--- src/design/tfsc_pkg.sv ---
// Shared constants and types for the transmitter front-end and synthesizer
// calibration register bank.
// Assumes a 100 MHz aclk and an AXI4-Lite master with 32-bit data.
package tfsc_pkg;

	// ------------------------------------------------------------------
	// Timing
	// ------------------------------------------------------------------
	localparam int CLK_PERIOD_NS    = 10;
	localparam int RAMP_STEP_NS     = 100;
	localparam int RAMP_STEP_CYCLES = (RAMP_STEP_NS + CLK_PERIOD_NS - 1) / CLK_PERIOD_NS;
	localparam int CAL_STAGE_NS     = 1000;
	localparam int CAL_STAGE_CYCLES = (CAL_STAGE_NS + CLK_PERIOD_NS - 1) / CLK_PERIOD_NS;
	localparam int CNT_W            = 8;

	// ------------------------------------------------------------------
	// Register indices (byte address is four times the index)
	// ------------------------------------------------------------------
	localparam int          IDX_W                   = 10;
	localparam logic [9:0]  IDX_TX_FRONT_END_CONFIG = 10'h022;
	localparam logic [9:0]  IDX_SYNTH_CHARGE_PUMP   = 10'h023;
	localparam logic [9:0]  IDX_SYNTH_VCO_CURRENT   = 10'h024;
	localparam logic [9:0]  IDX_SYNTH_VCO_CAPACITOR = 10'h025;
	localparam logic [9:0]  IDX_AMP_TABLE_BASE      = 10'h040;
	localparam logic [9:0]  IDX_STATUS              = 10'h048;
	localparam int          AMP_TABLE_DEPTH         = 8;

	// ------------------------------------------------------------------
	// Field positions
	// ------------------------------------------------------------------
	localparam int FE_LO_BUF_MSB   = 5;
	localparam int FE_LO_BUF_LSB   = 4;
	localparam int FE_LEVEL_MSB    = 2;
	localparam int FE_LEVEL_LSB    = 0;
	localparam int CP_CONFIG_MSB   = 7;
	localparam int CP_CONFIG_LSB   = 6;
	localparam int CP_ENABLE_MSB   = 5;
	localparam int CP_ENABLE_LSB   = 4;
	localparam int CP_RESULT_MSB   = 3;
	localparam int CP_RESULT_LSB   = 0;
	localparam int VCO_CURRENT_MSB = 5;
	localparam int VCO_HIGH_BIT    = 5;
	localparam int VCO_CAP_MSB     = 5;

	// ------------------------------------------------------------------
	// Reset values
	// ------------------------------------------------------------------
	localparam logic [1:0] FE_LO_BUF_RST   = 2'h1;
	localparam logic [2:0] FE_LEVEL_RST    = 3'h0;
	localparam logic [1:0] CP_CONFIG_RST   = 2'h2;
	localparam logic [1:0] CP_ENABLE_RST   = 2'h2;
	localparam logic [3:0] CP_RESULT_RST   = 4'h9;
	localparam logic [5:0] VCO_CURRENT_RST = 6'h0a;
	localparam logic [5:0] VCO_CAP_RST     = 6'h20;
	localparam logic [7:0] AMP_TABLE_RST   = 8'h00;

	// ------------------------------------------------------------------
	// Bus responses and state types
	// ------------------------------------------------------------------
	localparam logic [1:0] RESP_OKAY   = 2'h0;
	localparam logic [1:0] RESP_SLVERR = 2'h2;

	typedef enum logic [1:0] {AMP_OFF, AMP_RAMP, AMP_HOLD} tfsc_amp_state_t;
	typedef enum logic [1:0] {CAL_IDLE, CAL_PUMP, CAL_VCO} tfsc_cal_state_t;

endpackage : tfsc_pkg

--- src/design/tfsc_amp_seq.sv ---
// Amplifier table index sequencer: ramps and shapes the table index.
// Assumes level and mode inputs are synchronous to aclk.
`timescale 1ns/1ps
module tfsc_amp_seq (
	input  wire logic        aclk,
	input  wire logic        aresetn,
	input  wire logic        tx_active,
	input  wire logic        ask_mode,
	input  wire logic        tx_symbol,
	input  wire logic [2:0]  level_index,
	output logic      [2:0]  table_index,
	output logic             amp_on
);
	logic [2:0]               target;
	logic [tfsc_pkg::CNT_W-1:0] step_cnt_q;
	logic                     tick;
	tfsc_pkg::tfsc_amp_state_t state;

	// Zero symbol in keying mode and end of frame both aim at entry zero
	always_comb begin
		target = (!tx_active || (ask_mode && !tx_symbol)) ? 3'h0 : level_index;
		tick   = (step_cnt_q == '0);
	end

	// Step pacing; one table entry per step keeps the spectrum clean
	always_ff @(posedge aclk) begin
		if (!aresetn || tick) begin
			step_cnt_q <= tfsc_pkg::CNT_W'(tfsc_pkg::RAMP_STEP_CYCLES - 1);
		end else begin
			step_cnt_q <= step_cnt_q - 1'b1;
		end
	end

	// Walk one entry toward the target per step
	always_ff @(posedge aclk) begin
		if (!aresetn) begin
			table_index <= 3'h0;
		end else if (tick && table_index < target) begin
			table_index <= table_index + 3'h1;
		end else if (tick && table_index > target) begin
			table_index <= table_index - 3'h1;
		end
	end

	// Amplifier stays on until the ramp-down has reached entry zero
	always_ff @(posedge aclk) begin
		if (!aresetn) begin
			amp_on <= 1'b0;
		end else begin
			amp_on <= tx_active || (table_index != 3'h0);
		end
	end

	always_comb begin
		if (!tx_active && table_index == 3'h0) begin
			state = tfsc_pkg::AMP_OFF;
		end else if (table_index == target) begin
			state = tfsc_pkg::AMP_HOLD;
		end else begin
			state = tfsc_pkg::AMP_RAMP;
		end
	end

	AST_STEP_ONE: assert property (@(posedge aclk) disable iff (!aresetn)
		1 |=> (table_index == $past(table_index)) || (table_index == $past(table_index) + 3'h1)
			|| (table_index == $past(table_index) - 3'h1))
		else $error("Table index jumped more than one entry");

	AST_ASK_ZERO_STAYS: assert property (@(posedge aclk) disable iff (!aresetn)
		(tx_active && ask_mode && !tx_symbol && state == tfsc_pkg::AMP_HOLD) |=> table_index == 3'h0)
		else $error("Zero symbol left entry zero");

	AST_RAMP_UP: assert property (@(posedge aclk) disable iff (!aresetn)
		(tick && tx_active && !(ask_mode && !tx_symbol) && table_index < level_index)
		|=> table_index == $past(table_index) + 3'h1)
		else $error("Ramp toward level did not advance");

endmodule : tfsc_amp_seq

--- src/design/tfsc_cal_seq.sv ---
// Synthesizer calibration stage sequencer.
// Assumes a one-cycle start pulse; results are sampled by the register bank.
`timescale 1ns/1ps
module tfsc_cal_seq (
	input  wire logic        aclk,
	input  wire logic        aresetn,
	input  wire logic        cal_start,
	input  wire logic [1:0]  pump_enable,
	output logic             busy,
	output logic             pump_done,
	output logic             vco_done
);
	tfsc_pkg::tfsc_cal_state_t  state_q;
	logic [tfsc_pkg::CNT_W-1:0] cnt_q;
	logic                       stage_end;

	assign stage_end = (cnt_q == '0);
	assign busy      = (state_q != tfsc_pkg::CAL_IDLE);

	// Stage walk; a zero enable skips the pump stage entirely
	always_ff @(posedge aclk) begin
		if (!aresetn) begin
			state_q   <= tfsc_pkg::CAL_IDLE;
			cnt_q     <= '0;
			pump_done <= 1'b0;
			vco_done  <= 1'b0;
		end else begin
			pump_done <= 1'b0;
			vco_done  <= 1'b0;
			case (state_q)
				tfsc_pkg::CAL_IDLE: begin
					if (cal_start) begin
						state_q <= (pump_enable != 2'h0) ? tfsc_pkg::CAL_PUMP
							: tfsc_pkg::CAL_VCO;
						cnt_q   <= tfsc_pkg::CNT_W'(tfsc_pkg::CAL_STAGE_CYCLES - 1);
					end
				end
				tfsc_pkg::CAL_PUMP: begin
					if (stage_end) begin
						state_q   <= tfsc_pkg::CAL_VCO;
						cnt_q     <= tfsc_pkg::CNT_W'(tfsc_pkg::CAL_STAGE_CYCLES - 1);
						pump_done <= 1'b1;
					end else begin
						cnt_q <= cnt_q - 1'b1;
					end
				end
				tfsc_pkg::CAL_VCO: begin
					if (stage_end) begin
						state_q  <= tfsc_pkg::CAL_IDLE;
						vco_done <= 1'b1;
					end else begin
						cnt_q <= cnt_q - 1'b1;
					end
				end
				default: begin
					state_q <= tfsc_pkg::CAL_IDLE;
				end
			endcase
		end
	end

	AST_PUMP_SKIPPED: assert property (@(posedge aclk) disable iff (!aresetn)
		(!busy && cal_start && pump_enable == 2'h0) |=> state_q == tfsc_pkg::CAL_VCO)
		else $error("Pump stage ran while disabled");

	AST_PUMP_RUN: assert property (@(posedge aclk) disable iff (!aresetn)
		(!busy && cal_start && pump_enable != 2'h0) |=> state_q == tfsc_pkg::CAL_PUMP)
		else $error("Pump stage did not start");

endmodule : tfsc_cal_seq

--- src/design/tfsc_regs.sv ---
// Transmitter front-end and synthesizer calibration register bank, AXI4-Lite slave.
// Assumes a single-clock system; radio controls arrive synchronous to aclk.
//
// Overview of operation
// - Level index selects one of eight table entries
// - Keying one symbol uses entry at level index
// - Keying zero symbol uses table entry zero
// - Step entries zero to level for ramps, shaping
// - Buffer current field, two bits, resets to one
// - Zero pump enable skips pump calibration stage
// - Pump calibration result, four bits, resets nine
// - Written calibration values replace running calibration
// - High core select bit, resets to zero
// - VCO current result and override, resets ten
//
// Design decision made here: the AXI4-Lite slave port.
`timescale 1ns/1ps
module tfsc_regs (
	input  wire logic        aclk,
	input  wire logic        aresetn,
	// AXI4-Lite slave
	input  wire logic [11:0] s_axi_awaddr,
	input  wire logic [2:0]  s_axi_awprot,
	input  wire logic        s_axi_awvalid,
	output logic             s_axi_awready,
	input  wire logic [31:0] s_axi_wdata,
	input  wire logic [3:0]  s_axi_wstrb,
	input  wire logic        s_axi_wvalid,
	output logic             s_axi_wready,
	output logic [1:0]       s_axi_bresp,
	output logic             s_axi_bvalid,
	input  wire logic        s_axi_bready,
	input  wire logic [11:0] s_axi_araddr,
	input  wire logic [2:0]  s_axi_arprot,
	input  wire logic        s_axi_arvalid,
	output logic             s_axi_arready,
	output logic [31:0]      s_axi_rdata,
	output logic [1:0]       s_axi_rresp,
	output logic             s_axi_rvalid,
	input  wire logic        s_axi_rready,
	// Radio side
	input  wire logic        tx_active,
	input  wire logic        ask_mode,
	input  wire logic        tx_symbol,
	input  wire logic        cal_start,
	input  wire logic [3:0]  cal_pump_result,
	input  wire logic [5:0]  cal_vco_result,
	input  wire logic [5:0]  cal_cap_result,
	output logic [7:0]       amp_setting_q,
	output logic             amp_enable_q,
	output logic [1:0]       tx_lo_buffer_current_q,
	output logic [1:0]       synth_cal_config_q,
	output logic [3:0]       pump_current_q,
	output logic             vco_high_core_select_q,
	output logic [5:0]       vco_current_q,
	output logic [5:0]       vco_capacitor_q,
	output logic             cal_busy_q
);

	// ------------------------------------------------------------------
	// Storage
	// ------------------------------------------------------------------
	logic [1:0]  lo_buf_q;
	logic [2:0]  amp_level_index_q;
	logic [1:0]  cp_config_q;
	logic [1:0]  pump_cal_stage_enable_q;
	logic [3:0]  cp_result_q;
	logic [5:0]  vco_cur_q;
	logic [5:0]  vco_cap_q;
	logic [7:0]  amp_settings_table [tfsc_pkg::AMP_TABLE_DEPTH];

	logic [11:0] awaddr_q;
	logic [31:0] wdata_q;
	logic [3:0]  wstrb_q;
	logic        do_write;
	logic [9:0]  wr_idx;
	logic        wr_lane0;

	logic [2:0]  seq_index;
	logic        seq_amp_on;
	logic        cal_busy;
	logic        pump_done;
	logic        vco_done;

	// ------------------------------------------------------------------
	// Decode helpers
	// ------------------------------------------------------------------
	// Index of an aligned byte address; misaligned ones map nowhere
	function automatic logic [9:0] addr_index(input logic [11:0] addr);
		addr_index = (addr[1:0] == 2'h0) ? addr[11:2] : 10'h3ff;
	endfunction : addr_index

	function automatic logic is_table(input logic [9:0] idx);
		is_table = (idx >= tfsc_pkg::IDX_AMP_TABLE_BASE)
			&& (idx < tfsc_pkg::IDX_AMP_TABLE_BASE + 10'(tfsc_pkg::AMP_TABLE_DEPTH));
	endfunction : is_table

	function automatic logic is_mapped(input logic [9:0] idx);
		if (idx == tfsc_pkg::IDX_TX_FRONT_END_CONFIG) begin
			is_mapped = 1'b1;
		end else if (idx == tfsc_pkg::IDX_SYNTH_CHARGE_PUMP) begin
			is_mapped = 1'b1;
		end else if (idx == tfsc_pkg::IDX_SYNTH_VCO_CURRENT) begin
			is_mapped = 1'b1;
		end else if (idx == tfsc_pkg::IDX_SYNTH_VCO_CAPACITOR) begin
			is_mapped = 1'b1;
		end else if (idx == tfsc_pkg::IDX_STATUS) begin
			is_mapped = 1'b1;
		end else begin
			is_mapped = is_table(idx);
		end
	endfunction : is_mapped

	// Read mux; unused positions are zero-filled
	function automatic logic [31:0] read_word(input logic [9:0] idx);
		logic [7:0] v;
		v = 8'h00;
		if (idx == tfsc_pkg::IDX_TX_FRONT_END_CONFIG) begin
			v = {2'h0, lo_buf_q, 1'b0, amp_level_index_q};
		end else if (idx == tfsc_pkg::IDX_SYNTH_CHARGE_PUMP) begin
			v = {cp_config_q, pump_cal_stage_enable_q, cp_result_q};
		end else if (idx == tfsc_pkg::IDX_SYNTH_VCO_CURRENT) begin
			v = {2'h0, vco_cur_q};
		end else if (idx == tfsc_pkg::IDX_SYNTH_VCO_CAPACITOR) begin
			v = {2'h0, vco_cap_q};
		end else if (idx == tfsc_pkg::IDX_STATUS) begin
			v = {3'h0, seq_amp_on, seq_index, cal_busy};
		end else if (is_table(idx)) begin
			v = amp_settings_table[idx[2:0]];
		end
		read_word = {24'h000000, v};
	endfunction : read_word

	// ------------------------------------------------------------------
	// AXI4-Lite write channels
	// ------------------------------------------------------------------
	// Address and data are held independently, so either may come first
	always_ff @(posedge aclk) begin
		if (!aresetn) begin
			s_axi_awready <= 1'b1;
			awaddr_q      <= 12'h000;
		end else if (s_axi_awvalid && s_axi_awready) begin
			s_axi_awready <= 1'b0;
			awaddr_q      <= s_axi_awaddr;
		end else if (s_axi_bvalid && s_axi_bready) begin
			s_axi_awready <= 1'b1;
		end
	end

	always_ff @(posedge aclk) begin
		if (!aresetn) begin
			s_axi_wready <= 1'b1;
			wdata_q      <= 32'h00000000;
			wstrb_q      <= 4'h0;
		end else if (s_axi_wvalid && s_axi_wready) begin
			s_axi_wready <= 1'b0;
			wdata_q      <= s_axi_wdata;
			wstrb_q      <= s_axi_wstrb;
		end else if (s_axi_bvalid && s_axi_bready) begin
			s_axi_wready <= 1'b1;
		end
	end

	assign do_write = !s_axi_awready && !s_axi_wready && !s_axi_bvalid;
	assign wr_idx   = addr_index(awaddr_q);
	assign wr_lane0 = do_write && wstrb_q[0];

	// Response once both halves are in; unmapped addresses get an error
	always_ff @(posedge aclk) begin
		if (!aresetn) begin
			s_axi_bvalid <= 1'b0;
			s_axi_bresp  <= tfsc_pkg::RESP_OKAY;
		end else if (do_write) begin
			s_axi_bvalid <= 1'b1;
			s_axi_bresp  <= is_mapped(wr_idx) ? tfsc_pkg::RESP_OKAY : tfsc_pkg::RESP_SLVERR;
		end else if (s_axi_bready) begin
			s_axi_bvalid <= 1'b0;
		end
	end

	// ------------------------------------------------------------------
	// AXI4-Lite read channels
	// ------------------------------------------------------------------
	always_ff @(posedge aclk) begin
		if (!aresetn) begin
			s_axi_arready <= 1'b1;
			s_axi_rvalid  <= 1'b0;
			s_axi_rdata   <= 32'h00000000;
			s_axi_rresp   <= tfsc_pkg::RESP_OKAY;
		end else if (s_axi_arvalid && s_axi_arready) begin
			s_axi_arready <= 1'b0;
			s_axi_rvalid  <= 1'b1;
			s_axi_rdata   <= read_word(addr_index(s_axi_araddr));
			s_axi_rresp   <= is_mapped(addr_index(s_axi_araddr)) ? tfsc_pkg::RESP_OKAY
				: tfsc_pkg::RESP_SLVERR;
		end else if (s_axi_rvalid && s_axi_rready) begin
			s_axi_arready <= 1'b1;
			s_axi_rvalid  <= 1'b0;
		end
	end

	// ------------------------------------------------------------------
	// Front-end configuration and amplifier table
	// ------------------------------------------------------------------
	// Only byte lane 0 carries register data; other lanes are ignored
	always_ff @(posedge aclk) begin
		if (!aresetn) begin
			lo_buf_q          <= tfsc_pkg::FE_LO_BUF_RST;
			amp_level_index_q <= tfsc_pkg::FE_LEVEL_RST;
		end else if (wr_lane0 && wr_idx == tfsc_pkg::IDX_TX_FRONT_END_CONFIG) begin
			lo_buf_q          <= wdata_q[tfsc_pkg::FE_LO_BUF_MSB:tfsc_pkg::FE_LO_BUF_LSB];
			amp_level_index_q <= wdata_q[tfsc_pkg::FE_LEVEL_MSB:tfsc_pkg::FE_LEVEL_LSB];
		end
	end

	always_ff @(posedge aclk) begin
		if (!aresetn) begin
			for (int i = 0; i < tfsc_pkg::AMP_TABLE_DEPTH; i++) begin
				amp_settings_table[i] <= tfsc_pkg::AMP_TABLE_RST;
			end
		end else if (wr_lane0 && is_table(wr_idx)) begin
			amp_settings_table[wr_idx[2:0]] <= wdata_q[7:0];
		end
	end

	// ------------------------------------------------------------------
	// Calibration results; a host write is an override
	// ------------------------------------------------------------------
	// Host write wins over a result landing in the same cycle
	always_ff @(posedge aclk) begin
		if (!aresetn) begin
			cp_config_q             <= tfsc_pkg::CP_CONFIG_RST;
			pump_cal_stage_enable_q <= tfsc_pkg::CP_ENABLE_RST;
			cp_result_q             <= tfsc_pkg::CP_RESULT_RST;
		end else if (wr_lane0 && wr_idx == tfsc_pkg::IDX_SYNTH_CHARGE_PUMP) begin
			cp_config_q             <= wdata_q[tfsc_pkg::CP_CONFIG_MSB:tfsc_pkg::CP_CONFIG_LSB];
			pump_cal_stage_enable_q <= wdata_q[tfsc_pkg::CP_ENABLE_MSB:tfsc_pkg::CP_ENABLE_LSB];
			cp_result_q             <= wdata_q[tfsc_pkg::CP_RESULT_MSB:tfsc_pkg::CP_RESULT_LSB];
		end else if (pump_done) begin
			cp_result_q <= cal_pump_result;
		end
	end

	// The core select is bit 5 of the current field, one shared flop
	always_ff @(posedge aclk) begin
		if (!aresetn) begin
			vco_cur_q <= tfsc_pkg::VCO_CURRENT_RST;
		end else if (wr_lane0 && wr_idx == tfsc_pkg::IDX_SYNTH_VCO_CURRENT) begin
			vco_cur_q <= wdata_q[tfsc_pkg::VCO_CURRENT_MSB:0];
		end else if (vco_done) begin
			vco_cur_q <= cal_vco_result;
		end
	end

	always_ff @(posedge aclk) begin
		if (!aresetn) begin
			vco_cap_q <= tfsc_pkg::VCO_CAP_RST;
		end else if (wr_lane0 && wr_idx == tfsc_pkg::IDX_SYNTH_VCO_CAPACITOR) begin
			vco_cap_q <= wdata_q[tfsc_pkg::VCO_CAP_MSB:0];
		end else if (vco_done) begin
			vco_cap_q <= cal_cap_result;
		end
	end

	// ------------------------------------------------------------------
	// Sequencers
	// ------------------------------------------------------------------
	tfsc_amp_seq u_amp_seq (
		.aclk        (aclk),
		.aresetn     (aresetn),
		.tx_active   (tx_active),
		.ask_mode    (ask_mode),
		.tx_symbol   (tx_symbol),
		.level_index (amp_level_index_q),
		.table_index (seq_index),
		.amp_on      (seq_amp_on)
	);

	// Calibration only runs on request; stored values drive the synthesizer otherwise
	tfsc_cal_seq u_cal_seq (
		.aclk        (aclk),
		.aresetn     (aresetn),
		.cal_start   (cal_start),
		.pump_enable (pump_cal_stage_enable_q),
		.busy        (cal_busy),
		.pump_done   (pump_done),
		.vco_done    (vco_done)
	);

	// ------------------------------------------------------------------
	// Registered outputs
	// ------------------------------------------------------------------
	// One cycle of latency buys glitch-free analog control lines
	always_ff @(posedge aclk) begin
		if (!aresetn) begin
			amp_setting_q <= tfsc_pkg::AMP_TABLE_RST;
			amp_enable_q  <= 1'b0;
		end else begin
			amp_setting_q <= amp_settings_table[seq_index];
			amp_enable_q  <= seq_amp_on;
		end
	end

	always_ff @(posedge aclk) begin
		if (!aresetn) begin
			tx_lo_buffer_current_q <= tfsc_pkg::FE_LO_BUF_RST;
			synth_cal_config_q     <= tfsc_pkg::CP_CONFIG_RST;
			pump_current_q         <= tfsc_pkg::CP_RESULT_RST;
			vco_high_core_select_q <= tfsc_pkg::VCO_CURRENT_RST[tfsc_pkg::VCO_HIGH_BIT];
			vco_current_q          <= tfsc_pkg::VCO_CURRENT_RST;
			vco_capacitor_q        <= tfsc_pkg::VCO_CAP_RST;
			cal_busy_q             <= 1'b0;
		end else begin
			tx_lo_buffer_current_q <= lo_buf_q;
			synth_cal_config_q     <= cp_config_q;
			pump_current_q         <= cp_result_q;
			vco_high_core_select_q <= vco_cur_q[tfsc_pkg::VCO_HIGH_BIT];
			vco_current_q          <= vco_cur_q;
			vco_capacitor_q        <= vco_cap_q;
			cal_busy_q             <= cal_busy;
		end
	end

	// ------------------------------------------------------------------
	// Checks
	// ------------------------------------------------------------------
	AST_AMP_FROM_TABLE: assert property (@(posedge aclk) disable iff (!aresetn)
		1 |=> amp_setting_q == amp_settings_table[$past(seq_index)] || $past(wr_lane0))
		else $error("Amplifier setting not the indexed table entry");

	AST_LO_BUF_WRITE: assert property (@(posedge aclk) disable iff (!aresetn)
		(wr_lane0 && wr_idx == tfsc_pkg::IDX_TX_FRONT_END_CONFIG)
		|=> ##1 tx_lo_buffer_current_q == $past(wdata_q[5:4], 2))
		else $error("Buffer current output missed the write");

	AST_PUMP_RESULT: assert property (@(posedge aclk) disable iff (!aresetn)
		(pump_done && !(wr_lane0 && wr_idx == tfsc_pkg::IDX_SYNTH_CHARGE_PUMP))
		|=> ##1 pump_current_q == $past(cal_pump_result, 2))
		else $error("Pump result not stored");

	AST_VCO_OVERRIDE: assert property (@(posedge aclk) disable iff (!aresetn)
		(wr_lane0 && wr_idx == tfsc_pkg::IDX_SYNTH_VCO_CURRENT && !cal_busy && !cal_start)
		|=> ##1 vco_current_q == $past(wdata_q[5:0], 2))
		else $error("Written VCO current not applied");

	AST_CORE_SHARED: assert property (@(posedge aclk) disable iff (!aresetn)
		1 |=> vco_high_core_select_q == vco_current_q[tfsc_pkg::VCO_HIGH_BIT])
		else $error("Core select differs from shared current bit");

	AST_UNUSED_ZERO: assert property (@(posedge aclk) disable iff (!aresetn)
		(s_axi_arvalid && s_axi_arready
			&& addr_index(s_axi_araddr) == tfsc_pkg::IDX_TX_FRONT_END_CONFIG)
		|=> s_axi_rvalid && s_axi_rdata[7:6] == 2'h0 && s_axi_rdata[3] == 1'b0)
		else $error("Unused front-end bits read nonzero");

endmodule : tfsc_regs

--- config.mk ---
export PLATFORM = sky130hd
export DESIGN_NAME = tfsc_regs
export DESIGN_NICKNAME = d
export VERILOG_FILES = /design/src/design/tfsc_pkg.sv /design/src/design/tfsc_amp_seq.sv /design/src/design/tfsc_cal_seq.sv /design/src/design/tfsc_regs.sv
export SDC_FILE = /design/constraint.sdc
export NUM_CORES = 1
export LEC_CHECK = 0
export BUFFER_PORTS_ARGS = -buffer_cell sky130_fd_sc_hd__buf_4
export CAP_MARGIN = 20
export CELL_PAD_IN_SITES_DETAIL_PLACEMENT = 1
export CELL_PAD_IN_SITES_GLOBAL_PLACEMENT = 1
export CORE_MARGIN = 5
export CORE_UTILIZATION = 43
export DETAILED_ROUTE_END_ITERATION = 8
export PLACE_DENSITY_LB_ADDON = 0.2
export SKIP_CTS_REPAIR_TIMING = 1
export SLEW_MARGIN = 30
export SYNTH_ARGS = -nofsm -noshare
export SYNTH_HDL_FRONTEND = slang
export SYNTH_SLANG_ARGS = --single-unit
--- constraint.sdc ---
create_clock -name aclk -period 3.65 [get_ports aclk]
set_clock_uncertainty 0.05 [all_clocks]
set_input_delay 0.1825 -clock aclk [delete_from_list [all_inputs] [get_ports aclk]]
set_output_delay 0.1825 -clock aclk [all_outputs]
set_load 0.02 [all_outputs]
==> metrics <==
Inserted Clock Buffers 17; Pre-Repair DR Iteration Count 5; non-filler cells, final ~1300; Yosys top cell by area dfxtp_1; reg-to-reg startpoint awaddr_q[11]; Fin Setup TNS 0 ns; clock transition time at the flip-flop clock pins of the worst setup and hold paths ~0.070 ns; R2R cell count 5; FF-to-FF End amp_settings_table[2][5]; EDFF count, synth between 60 and 70; Layout area overhead 20.2%; Die Width approximately 150 um; initial antenna violation count 0; htree depth 4; final critical-path share of the clock period between 80% and 90%; clk buf depth 2; Wirelength per Cell 20.8 um; CP Data Required Time 3.96 ns; Crit path top cell by count a21boi_0; Clock Tree Root clkbuf_16; DRC violations left 0; Ant. Diodes 0; uppermost layer routed met4; number of global-route vias before repair 7114; die height 153 um; Primary FF master, synth dfxtp_1; sequential area share after synthesis 48.4%; syn_area_per_cell 10.0 um2; vias about 7100; Post-synth top cells 115 x dfxtp_1, 83 x and2_1, 78 x nand2_1, 64 x edfxtp_1, 63 x nor2_1; DR WL met3 approximately 1400 um; Slew Limit Fails 0; first-pass GRT wire length approximately 41000 um; crit path max fanout 3; Power Dens Cells 470 nW/um2; Max Cap Viol 0; Yosys top cell area share 26.4%; TritonCTS clock tree yes; Detail Placement HPWL 18300 um; Inst Count DP between 1000 and 1500; Metal-1 WL 11100 um; total power 4.94 mW; WL met2 13100 um; Initial Utilization 43.5%; ys async rst share 0%; Startpoint Class input port; count leader, synth dfxtp_1; status finished clean; Worst-Margin Slew 0.860 ns; DRT Wirelength 26300 um; Crit. path cell count 12; core area 20100 um2; RePlAce Congestion 0.848; largest net degree at the start of global routing 50; Final min period 2.97 ns; worst hold slack 0.0514 ns; # IOs ~170; Top delay family on crit path compound AO/OA/AOI/OAI gates; Clock Latency Late Sink about 0.43 ns; fmax 0.337 GHz; Pleak 4.02 nW; setup slack, reg-to-reg 0.84 ns; Worst path slowest cell dlygate4sd3_1; main area contributors after synthesis dfxtp_1 26%, edfxtp_1 22%, and2_1 5.9%; GR Util All Layers between 20% and 30%; final hold viol count 0; share of layout cells above drive strength 1 20.3%; die area 23300 um2; RSZ-0062 raised after global routing no; Vias/cell 5.59; clock sink count 179; Max-slew headroom 42.6%; crit path DAT between 3 and 4 ns; Peak VDD IR approximately 0.00035 V; Worst Path Buf+Inv 2; YS warnings 0; mapped cell area 8740 um2; synthesized flop and latch total 179; Crit path largest cell delay 0.53 ns; Critical Path Source tx_active; endpoint type of the worst setup path flop; critical-path cell list dlygate4sd3_1 -> buf_4 -> a21boi_0 -> nand2_1 -> ha_1 -> nor2b_1 -> o21ai_0 -> nand3b_1 -> fa_1 -> a21boi_0 -> or4_1 -> a21oi_1; Netlist cell types 74; gr ovfl total 0; num rows 52; # port buffers 105; Worst Setup EP u_amp_seq.table_index[2]; WS Path Type input port to flop; worst min-delay path category input port to flop; ANT nets after route 0; # setup viols final 0; 1st-iter DRT viols 503; dpl ws 0.833 ns; worst setup margin 0.680 ns; Final nets 1086; Mapped Cells 870
==> flip-flops by register name, summed over array words and instances (netlist names), 2 cells and up <==
register and count:
amp_settings_table 64, awaddr_q 12, amp_setting_q 8, s_axi_rdata 8, u_amp_seq.step_cnt_q 8, u_cal_seq.cnt_q 8
wdata_q 8, vco_cap_q 6, vco_capacitor_q 6, vco_cur_q 6, vco_current_q 5, cp_result_q 4
pump_current_q 4, amp_level_index_q 3, u_amp_seq.table_index 3, cp_config_q 2, lo_buf_q 2, pump_cal_stage_enable_q 2
synth_cal_config_q 2, tx_lo_buffer_current_q 2, u_cal_seq.state_q 2
==> layer usage <==
metal	track usage (%)	vias up
met5	0	-
met4	8.40	0
met3	4.09	49
met2	37.7	214
met1	28.1	3505
li1	-	3307
==> area by class of cell <==
| cell class | instances | area (um2) |
|---|---|---|
| timing repair buffer | 146 | 1160 |
| clock inverter | 13 | 115 |
| multi-input combinational | 621 | 4140 |
| fill | 2237 | 9600 |
| clock buffer | 19 | 464 |
| sequential | 179 | 4220 |
| inverter | 18 | 67.6 |
| tap | 270 | 338 |
==> how the worst min path moves through the flow <==
stage                                        from  slack, ns                       to  cells past startpoint
after detailed placement  u_amp_seq.step_cnt_q[0]       0.37  u_amp_seq.step_cnt_q[0]                      1
after floorplan                         tx_active       0.25         u_amp_seq.amp_on                      2
after CTS                               tx_active      -0.08         u_amp_seq.amp_on                      3
final                          cal_pump_result[0]       0.05           cp_result_q[0]                      4
after global placement    u_amp_seq.step_cnt_q[0]       0.35  u_amp_seq.step_cnt_q[0]                      1
after global routing            cal_vco_result[2]       0.06             vco_cur_q[2]                      3
==> through the flow <==
| stage | utilization (%) | instance area, um2 |
|---|---|---|
| floorplan | - | 8830 |
| global placement | 48.1 | 9670 |
| detailed placement | 48.1 | 9670 |
| CTS | 51.0 | 10200 |
| global route | 52.2 | 10500 |
| finish | 52.2 | 10500 |
==> worst reg2reg max path: stages, from the launching register on <==
cell and delay [ns]:
dfxtp_1 0.31, or4_1 0.60, nor4b_2 0.39, nand4b_1 0.34, and2b_1 0.43, nand2b_1 0.35
==> cells by family (layout without fill, tap and decap cells) <==
kind of cell,after synthesis,in the layout,synth area share (%)
multiplexers,71,71,10.9
buffers and inverters,95,196,5.44
XOR/XNOR,8,8,0.802
adder cells (fa/ha/maj),10,10,1.52
other,1,26,0.0429
AND/OR/NAND/NOR,334,334,20.6
AO/OA/AOI/OAI,172,172,12.3
flip-flops,179,179,48.4
==> where the power goes <==
group	total (mW)	internal, mW	switching [mW]
Clock	1.79	0.954	0.837
Combinational	0.850	0.341	0.509
Sequential	2.30	2.18	0.119
==> layout by cell type, fill, tap and decap left out, drive strengths merged, types with 4 or more instances in the layout <==
cell type | Yosys | final
nand2b | 19 | 19
a31oi | 5 | 5
nor3b | 7 | 7
or4 | 5 | 5
or3 | 7 | 7
mux2 | 16 | 16
nor2 | 64 | 64
mux2i | 37 | 37
buf | 37 | 121
dfxtp | 115 | 115
o21ai | 39 | 39
conb | 1 | 26
o2111ai | 6 | 6
nand3 | 12 | 12
mux4 | 18 | 18
a21oi | 59 | 59
dlygate4sd3 | 0 | 25
inv | 18 | 24
nor3 | 11 | 11
nor2b | 10 | 10
xnor2 | 4 | 4
o311ai | 4 | 4
ha | 9 | 9
clkinv | 0 | 5
nor4 | 4 | 4
and2 | 83 | 83
nand4 | 9 | 9
a211oi | 14 | 14
o22ai | 10 | 10
edfxtp | 64 | 64
a32oi | 4 | 4
a22oi | 4 | 4
xor2 | 4 | 4
nand3b | 6 | 6
nand2 | 78 | 78
clkbuf | 40 | 19
No activity file was read; power rests on OpenSTA's default activity.
